<file path="src/inc/pcx_pkg.sv">
package pcx_pkg;
   localparam int PCX_NPINS      = 16;
   localparam int PCX_NSIG       = 8;
   localparam int PCX_PIN_W      = 4;
   // Peripheral signal slots in priority order (slot 0 highest)
   localparam int PCX_SIG_TX     = 0;
   localparam int PCX_SIG_RX     = 1;
   localparam int PCX_SIG_SCK    = 2;
   localparam int PCX_SIG_MISO   = 3;
   localparam int PCX_SIG_MOSI   = 4;
   localparam int PCX_SIG_SEL    = 5;
   localparam int PCX_SIG_CMP    = 6;
   localparam int PCX_SIG_CLKOUT = 7;
   // Select mode encoding of the SPI control
   localparam logic [1:0] PCX_SEL_3WIRE = 2'h0;
   // Reset values
   localparam logic [15:0] PCX_INMODE_RST = 16'hffff;
   localparam logic [15:0] PCX_ZERO16     = 16'h0000;
   localparam logic [7:0]  PCX_ZERO8      = 8'h00;
   localparam logic [3:0]  PCX_ZERO4      = 4'h0;
   localparam logic        PCX_ZERO1      = 1'b0;
endpackage

</file>
<file path="src/verilog/pcx_crossbar.sv">
`timescale 1ns/1ps
// Behaviour
// - Port latch reads the synchronised pin state of digital pins regardless of crossbar setup; analog pins read zero.
// - Enabled peripherals routed onto up to 16 pins by fixed priority.
// - Each pin output is open-drain or push-pull by its output mode bit.
// - Analog pin has pull-up, output driver and input receiver disabled.
// - Input mode bit 1 means digital, 0 means analog.
// - After reset every pin is a digital input.
// - Pull-up disable low enables pull-ups on open-drain pins only.
// - Pull-up off when pin drives 0 or pin is analog.
// - Routing a peripheral never changes the pin output mode.
// - Crossbar enable bit set to 1 activates routing.
// - Crossbar disabled makes all pins plain port inputs, selections ignored.
// - All output drivers off while crossbar disabled.
// - Slave-select routing depends on the SPI select mode.
// - Three-wire mode leaves slave-select unmapped; other modes map it.
module pcx_crossbar
   import pcx_pkg::*;
#(
   parameter int NPINS = PCX_NPINS,
   parameter int NSIG  = PCX_NSIG
) (
   input  wire logic             mclk,
   input  wire logic             rst_b,
   input  wire logic [NPINS-1:0] port_input_mode,
   input  wire logic [NPINS-1:0] port_output_mode,
   input  wire logic [NPINS-1:0] port_skip_mask,
   input  wire logic [NPINS-1:0] port_out_latch,
   input  wire logic [NSIG-1:0]  periph_select,
   input  wire logic             crossbar_enable_bit,
   input  wire logic             weak_pullup_disable,
   input  wire logic             select_mode_hi,
   input  wire logic             select_mode_lo,
   input  wire logic [NSIG-1:0]  periph_out,
   input  wire logic [NSIG-1:0]  periph_oe,
   output logic [NSIG-1:0]       periph_in,
   input  wire logic [NPINS-1:0] pin_in,
   output logic [NPINS-1:0]      pin_out,
   output logic [NPINS-1:0]      pin_oe,
   output logic [NPINS-1:0]      pin_pullup,
   output logic [NPINS-1:0]      port_read
);

   logic [NPINS-1:0] sync1_reg;
   logic [NPINS-1:0] sync1_next;
   logic [NPINS-1:0] sync2_reg;
   logic [NPINS-1:0] sync2_next;
   logic [NPINS-1:0] pin_out_reg;
   logic [NPINS-1:0] pin_out_next;
   logic [NPINS-1:0] pin_oe_reg;
   logic [NPINS-1:0] pin_oe_next;
   logic [NPINS-1:0] pullup_reg;
   logic [NPINS-1:0] pullup_next;
   logic [NSIG-1:0]  pin_in_reg;
   logic [NSIG-1:0]  pin_in_next;
   logic [NSIG-1:0]  sig_req;
   logic [NSIG-1:0]  sig_hit;
   logic [PCX_PIN_W-1:0] sig_pin [NSIG];

   // Two-flop synchroniser next values; only the second stage feeds logic
   always_comb begin
      sync1_next = pin_in;
      sync2_next = sync1_reg;
   end

   // Two-flop synchroniser; samples every pin ungated, input mode applied at readback
   always_ff @(posedge mclk or negedge rst_b) begin
      if (!rst_b) begin
         sync1_reg <= PCX_ZERO16;
         sync2_reg <= PCX_ZERO16;
      end else begin
         sync1_reg <= sync1_next;
         sync2_reg <= sync2_next;
      end
   end

   // Port latch readback, analog pins read zero
   assign port_read = sync2_reg & port_input_mode;

   // Requested signals; slave-select only outside three-wire mode
   always_comb begin
      sig_req = periph_select;
      if ({select_mode_hi, select_mode_lo} == PCX_SEL_3WIRE) begin
         sig_req[PCX_SIG_SEL] = 1'b0;
      end
   end

   // Priority decoder
   always_comb begin
      logic [NPINS-1:0] taken;
      taken = port_skip_mask;
      sig_hit = PCX_ZERO8;
      for (int s = 0; s < NSIG; s++) begin
         sig_pin[s] = PCX_ZERO4;
      end
      for (int s = 0; s < NSIG; s++) begin
         for (int p = NPINS - 1; p >= 0; p--) begin
            if (sig_req[s] && !taken[p]) begin
               sig_pin[s] = PCX_PIN_W'(p);
               sig_hit[s] = 1'b1;
            end
         end
         if (sig_hit[s]) begin
            taken[sig_pin[s]] = 1'b1;
         end
      end
   end

   // Per-pin drive source: routed peripheral, else the port latch
   for (genvar p = 0; p < NPINS; p++) begin : g_pin
      logic drv_val;
      logic drv_en;
      logic drv_low;
      always_comb begin
         drv_val = port_out_latch[p];
         drv_en  = 1'b1;
         for (int s = 0; s < NSIG; s++) begin
            if (sig_hit[s] && sig_pin[s] == PCX_PIN_W'(p)) begin
               drv_val = periph_out[s];
               drv_en  = periph_oe[s];
            end
         end
         if (!crossbar_enable_bit || !port_input_mode[p]) begin
            drv_en = 1'b0;
         end
      end
      // Open-drain only pulls low; push-pull drives both levels
      assign drv_low         = drv_en && !drv_val;
      assign pin_out_next[p] = drv_val;
      assign pin_oe_next[p]  = port_output_mode[p] ? drv_en : drv_low;
      assign pullup_next[p]  = !weak_pullup_disable && !port_output_mode[p]
                               && port_input_mode[p] && !drv_low;
   end

   // Peripheral input next values
   always_comb begin
      pin_in_next = PCX_ZERO8;
      for (int s = 0; s < NSIG; s++) begin
         if (crossbar_enable_bit && sig_hit[s]) begin
            pin_in_next[s] = port_read[sig_pin[s]];
         end
      end
   end

   // Outputs registered; reset leaves all pins digital inputs
   always_ff @(posedge mclk or negedge rst_b) begin
      if (!rst_b) begin
         pin_out_reg <= PCX_ZERO16;
         pin_oe_reg  <= PCX_ZERO16;
         pullup_reg  <= PCX_ZERO16;
         pin_in_reg  <= PCX_ZERO8;
      end else begin
         pin_out_reg <= pin_out_next;
         pin_oe_reg  <= pin_oe_next;
         pullup_reg  <= pullup_next;
         pin_in_reg  <= pin_in_next;
      end
   end

   assign pin_out    = pin_out_reg;
   assign pin_oe     = pin_oe_reg;
   assign pin_pullup = pullup_reg;
   assign periph_in  = pin_in_reg;

endmodule

</file>
<file path="config.mk">
export PLATFORM = sky130hd
export DESIGN_NAME = pcx_crossbar
export DESIGN_NICKNAME = d
export VERILOG_FILES = /design/src/inc/pcx_pkg.sv /design/src/verilog/pcx_crossbar.sv
export SDC_FILE = /design/constraint.sdc
export NUM_CORES = 1
export LEC_CHECK = 0
export BUFFER_PORTS_ARGS = -buffer_cell sky130_fd_sc_hd__buf_2
export CAP_MARGIN = 20
export CORE_MARGIN = 5
export CORE_UTILIZATION = 35
export DETAILED_ROUTE_END_ITERATION = 6
export GPL_TIMING_DRIVEN = 0
export PLACE_DENSITY = 0.64
export SLEW_MARGIN = 40
export SYNTH_ARGS = -nofsm -noshare
export SYNTH_HDL_FRONTEND = slang
export SYNTH_SLANG_ARGS = --single-unit
</file>
<file path="constraint.sdc">
create_clock -name mclk -period 1.6 [get_ports mclk]
set_input_delay 0.08 -clock mclk [delete_from_list [all_inputs] [get_ports mclk]]
set_output_delay 0.08 -clock mclk [all_outputs]
set_load 0.1 [all_outputs]
</file>
# Yosys cells after proc, flatten, opt, wreduce, memory -nomap -nowiden
# Index checks and enable logic that the tools add are counted.
# word_totals
input_bits,110
reg_bits,88
out_inout_bits,72
# op_classes
n_bitwise,8
n_eq_ne,120
n_mux,590
n_lt_le_gt_ge,15
reduce_logical,554
# ops
op,count
2-to-1 mux 4 bit,128
2-to-1 mux 1 bit,440
logical AND 1 bit,335
== test 4 bit (second input constant),64
zero test 1 bit,194
== test 4 x 3 -> 1 bit (second input constant),32
2-to-1 mux 16 bit,7
OR 16 bit,7
== test 4 x 2 -> 1 bit (second input constant),16
less-than comparator 4 x 5 -> 1 bit (second input constant),8
binary-select mux 1 bit (select 4 bit),8
== test 4 x 1 -> 1 bit (second input constant),8
zero test 4 bit,8
demux 1 bit (select 4 bit),7
greater-or-equal comparator 4 x 1 -> 1 bit (second input constant),7
bitwise AND 16 bit,1
logical OR 1 bit,16
zero test 2 bit,1

# Logic depth before layout (Yosys ltp)
# depth
word_depth,193
mapped_depth,38
ltp_nobuf,31

# Worst setup path after synthesis
# Ideal clock, no wire load.
# synth_timing
path_kind,input-to-reg
start,input port port_skip_mask[15]
end,"register pullup_reg[9], in the netlist pin_pullup[9]"
path_buffers,4
slack_ns,-6.695
t_arrival_ns,8.175
stages,35
required_time_ns,1.480
setup_time_ns,0.120
path_cell_list,buf_2 -> nand2_2 -> a311o_1 -> a31oi_1 -> buf_2 -> nor3_1 -> a21o_1 -> or4_1 -> a21boi_1 -> o211ai_1 -> or3_1 -> or2_4 -> o31a_1 -> or3_1 -> nand4_1 -> nor2_1 -> a21oi_2 -> o211ai_1 -> a21oi_1 -> nor2b_1 -> a2111o_1 -> and3b_1 -> and3_1 -> buf_6 -> a31o_1 -> o221a_2 -> o211a_1 -> a21boi_1 -> o21ai_1 -> o2111a_1 -> and2_0 -> buf_2 -> or4_1 -> mux2_4 -> o211a_1
# synth_via
elab_chain_cells,193
elab_cells_between_ends,568
# synth_rtl
element,line,text
"start, declared",pcx_crossbar.sv:27,"input wire logic [NPINS-1:0] port_skip_mask,"
zero test 1 bit,pcx_crossbar.sv:98,if (sig_req[s] && !taken[p]) begin
logical AND 1 bit,pcx_crossbar.sv:98,
2-to-1 mux 4 bit (16 in series),pcx_crossbar.sv:98,
less-than comparator 4 x 5 -> 1 bit (implied by the code) / greater-or-equal comparator 4 x 1 -> 1 bit (equally long branches),pcx_crossbar.sv:104,taken[sig_pin[s]] = 1'b1;
logical AND 1 bit (implied by the code),pcx_crossbar.sv:104,
2-to-1 mux 1 bit (implied by the code),pcx_crossbar.sv:104,
demux 1 bit (select 4 bit),pcx_crossbar.sv:104,
OR 16 bit (no source line),--,
(+164 left out),--,
logical AND 1 bit,pcx_crossbar.sv:118,if (sig_hit[s] && sig_pin[s] == PCX_PIN_W'(p)) begin
2-to-1 mux 1 bit (*),pcx_crossbar.sv:118,
named net g_pin[9].drv_val,pcx_crossbar.sv:111,logic drv_val;
zero test 1 bit (*),pcx_crossbar.sv:128,assign drv_low = drv_en && !drv_val;
logical AND 1 bit (*),pcx_crossbar.sv:128,
zero test 1 bit (*),pcx_crossbar.sv:132,&& port_input_mode[p] && !drv_low;
logical AND 1 bit (*),pcx_crossbar.sv:132,
named net pullup_next[9],pcx_crossbar.sv:53,logic [NPINS-1:0] pullup_next;
"end signal, assigned",pcx_crossbar.sv:155,pullup_reg <= pullup_next;
"end, declared",pcx_crossbar.sv:52,logic [NPINS-1:0] pullup_reg;
# Mark *: on every way through the listed nets, which the timed path passes. The rest lies on a longest branch.

# Worst setup path after layout
# layout_timing
start,input port port_skip_mask[14]
end,"register pin_in_reg[7], in the netlist periph_in[7]"
# layout_via
elab_chain_cells,188
elab_cells_between_ends,533
# layout_rtl
element,line,text
zero test 1 bit,pcx_crossbar.sv:98,
logical AND 1 bit,pcx_crossbar.sv:98,
2-to-1 mux 4 bit (15 in series),pcx_crossbar.sv:98,
less-than comparator 4 x 5 -> 1 bit (implied by the code) / greater-or-equal comparator 4 x 1 -> 1 bit (equally long branches),pcx_crossbar.sv:104,
logical AND 1 bit (implied by the code),pcx_crossbar.sv:104,
2-to-1 mux 1 bit (implied by the code),pcx_crossbar.sv:104,
demux 1 bit (select 4 bit),pcx_crossbar.sv:104,
OR 16 bit (no source line),--,
(+144 left out),--,
2-to-1 mux 16 bit (*),pcx_crossbar.sv:103,if (sig_hit[s]) begin
zero test 1 bit,pcx_crossbar.sv:98,
logical AND 1 bit,pcx_crossbar.sv:98,
2-to-1 mux 4 bit (16 in series),pcx_crossbar.sv:98,
binary-select mux 1 bit (select 4 bit),pcx_crossbar.sv:140,pin_in_next[s] = port_read[sig_pin[s]];
2-to-1 mux 1 bit (implied by the code),pcx_crossbar.sv:140,
2-to-1 mux 1 bit (*),pcx_crossbar.sv:139,if (crossbar_enable_bit && sig_hit[s]) begin
named net pin_in_next[7],pcx_crossbar.sv:55,logic [NSIG-1:0] pin_in_next;
"end signal, assigned",pcx_crossbar.sv:156,pin_in_reg <= pin_in_next;
"end, declared",pcx_crossbar.sv:54,logic [NSIG-1:0] pin_in_reg;
# Mark *: on every way through the listed nets, which the timed path passes. The rest lies on a longest branch. The select of a mux whose other input is x is not followed.

==> flow_summary.json <==
{
  "seq_area_mm2": 0.002202,
  "nets": 2210,
  "drive_above_1_share_pct": 45.75,
  "synth_ff_type": "dfrtp_1",
  "crit_top_cell": "buf_4",
  "core_mm2": 0.03237,
  "die_w_um": 190.6,
  "synth_nets": 1732,
  "hold_violations": 0,
  "grt_max_degree": 63,
  "wire_per_inst_um": 28.98,
  "critPathRequiredTime_ns": 1.84,
  "critPathBufInv": 8,
  "syn_inst": 1622,
  "worstSetupPathType": "in2reg",
  "crit_fanout": 10,
  "worst_pin_slew_ns": 0.9775,
  "numCtsBuffers": 9,
  "drtIter0Drc": 2372,
  "power.density_mw_per_mm2": 795.8,
  "seqPwrFrac_pct": 16.8,
  "clockPowerShare_pct": 13.9,
  "crit_path_top_delay_cell": "or4_4",
  "cts_sinks": 88,
  "synth_seq_cells": 88,
  "slew_headroom_pct": 34.83,
  "drtPass1Iterations": 6,
  "rows": 66,
  "cp-end-kind": "flop",
  "root_buffer": "clkbuf_16",
  "p_int_mw": 7.105,
  "initial_utilization_pct": 35.25,
  "layout.cells.non_filler": 2547,
  "drc": 0,
  "clk_latency_ns": 0.34,
  "slew_viol_final": 0,
  "netlist_area_mm2": 0.01141,
  "yosys_warnings": 0,
  "dieArea_mm2": 0.03632,
  "p_leak_nw": 7.669,
  "fin_crit_sh_pct": 554.4,
  "antenna_cells": 0,
  "ant_nets": 0,
  "p_switching_mw": 8.079,
  "p_comb_share_pct": 69.4,
  "rsz0062_at_grt": "true",
  "hold_path_class": "in2reg",
  "min_period_ns": 8.870,
  "avgSynthCellArea_um2": 7.036,
  "place_area_mm2": 0.01338,
  "maxCapViolCount": 0,
  "dpl_worst_slack_ns": -9.030,
  "fill_cells": 2835,
  "fin_area_mm2": 0.01908,
  "outcome": "finished with violations",
  "synth_common_cells": "nand2_1, nor2_1, a21oi_1, o21ai_0, dfrtp_1",
  "yosysMostFrequentCell": "nand2_1",
  "netSwitchingFraction_pct": 53.21,
  "synth-async-reset-ratio_pct": 100.0,
  "gr-total-overflow": 0,
  "ios": 182,
  "total_power_mw": 15.18,
  "vdd_drop_max_mv": 0.7231,
  "multiInputGateArea_mm2": 0.01157,
  "setup_viol": 62,
  "ys_types": 118,
  "violations": "setup timing",
  "clk_pin_slew_ns": 0.07,
  "viasPerCell": 6.837,
  "cts_buffer_depth": 2,
  "synthTopCellsByArea": "dfrtp_1, nand2_1, nor2_1",
  "area_delta_synth_final_pct": 67.19,
  "grt_pass1_vias": 15730,
  "layout_setup_ws_ns": -7.270,
  "hpwlAfterDp_um": 54690,
  "grt_antenna_before_repair": 0,
  "cp-start-kind": "input port",
  "cts.htree.levels": 3,
  "yosys.area.top_type": "dfrtp_1",
  "synth.yosys.seq_area_share_pct": 19.30,
  "synth_top_area_share_pct": 19.30,
  "skew_ns": 0.008565,
  "grt_pass1_wl_um": 102300,
  "die_height_um": 190.6,
  "crit_path_max_incr_delay_ns": 0.57,
  "drt_wl_total_um": 73820,
  "globalplace.congestion": 1.049,
  "portBuffers": 163,
  "track_usage_pct": 37.02,
  "cp.arrival_ns": 9.11,
  "clock.fmax_ghz": 0.1127,
  "vias": 17410,
  "synth-edff-count": 0,
  "cts_tree": "built",
  "crit_family": "compound AO/OA/AOI/OAI gates",
  "dpl.cell_count": 2228
}
[final cells by class]
class,count,share of cell area [%]
Multi-Input combinational cell,1399,60.63
Timing Repair Buffer,473,19.06
Sequential cell,88,11.54
Buffer,70,3.049
Tap cell,442,2.899
Inverter,59,1.266
Clock buffer,9,1.180
Clock inverter,7,0.3804
[power by group through the flow]
stage	registers (mW)	logic (mW)	clock network, mW
floorplan	4.07	3.69	0
global placement	2.58	7.27	0
detailed placement	2.58	7.27	0
CTS	2.54	8.66	2.12
global route	2.56	10.8	2.24
finish	2.55	10.5	2.10
[stage by stage]
step | utilization, % | hold slack (ns) | TNS [ns]
2_1_floorplan | - | -0.2156 | -304.65
3_3_place_gp | 41.16 | 0.1894 | -472.09
3_5_place_dp | 41.33 | -0.03627 | -436.55
4_1_cts | 51.13 | 0.0009133 | -337.28
5_1_grt | 58.94 | 0.002539 | -355.01
6_report | 58.94 | 0.001986 | -347.79
[worst paths after layout]
path	slack [ns]	endpoint	cells after the start	startpoint
max in group asynchronous	0.85	sync2_reg[12]	3	rst_b
worst max register to register	-0.30	periph_in[2]	6	sync2_reg[15]
worst max-delay path	-7.27	periph_in[7]	39	port_skip_mask[14]
worst min-delay path	0.002	pin_pullup[14]	3	port_input_mode[14]
worst min register to register	0.35	sync2_reg[7]	0	sync1_reg[7]
min in group asynchronous	0.17	pin_oe[9]	2	rst_b
[placed cells by master (no fill, tap or decap), types with 14 or more instances in the layout]
cell and n:
nor2_4 17, buf_4 242, o21ai_0 73, mux2i_1 22, buf_6 59, o21ai_2 16
nand4_1 20, nand2_2 23, o21ai_4 17, a31oi_1 19, a21oi_1 99, nand2_1 186
buf_2 141, o21a_1 17, clkbuf_1 30, a21oi_2 29, dfrtp_1 88, o21ai_1 16
a211oi_1 20, a21o_1 16, nand3_1 36, o211ai_1 30, buf_12 14, nor3_2 15
a221oi_1 15, nor3_1 19, nor3_4 20, nor2_2 21, dlygate4sd3_1 33, and2_1 15
nor2_1 168, a221o_1 15, a21oi_4 22, inv_1 42, nand2b_1 15
[timing repair]
action / 4_1_cts / 5_1_grt
gates resized for setup: 338 / 313
cloned: 2 / 2
setup buffers: 131 / 146
endpoints found under the setup margin: 72 / 64
hold buffers: 33 / 0
endpoints found under the hold margin: 124 / 0
pin swaps: 114 / 158
[kinds of logic (layout without fill, tap and decap cells)]
logic type	count (synthesis)	count (layout)	share of synthesized area, %
AOI/OAI and AO/OA	645	645	41.12
xor gates and xnor gates	1	1	0.07676
adders and majority gates	3	3	0.2631
buffers and inverters	136	618	4.890
DFF	88	88	19.30
muxes	51	51	5.010
and+or+nand+nor	698	699	29.34
[per-layer routing]
| metal | part of all wire, % | global-route usage (%) |
|---|---|---|
| met1 | 38 | 48.58 |
| met2 | 44 | 58.89 |
| met3 | 10 | 7.012 |
| met4 | 7.1 | 17.49 |
| met5 | 0.076 | 0 |
[worst register-to-register path, stage by stage (launching register included)]
cell and delay, ns:
dfrtp_1 0.34, nand2_1 0.25, inv_1 0.30, a2111oi_1 0.14, a221oi_2 0.20, o221ai_1 0.17, nor4_2 0.38
Note: power is estimated with default switching activity, not from simulation.
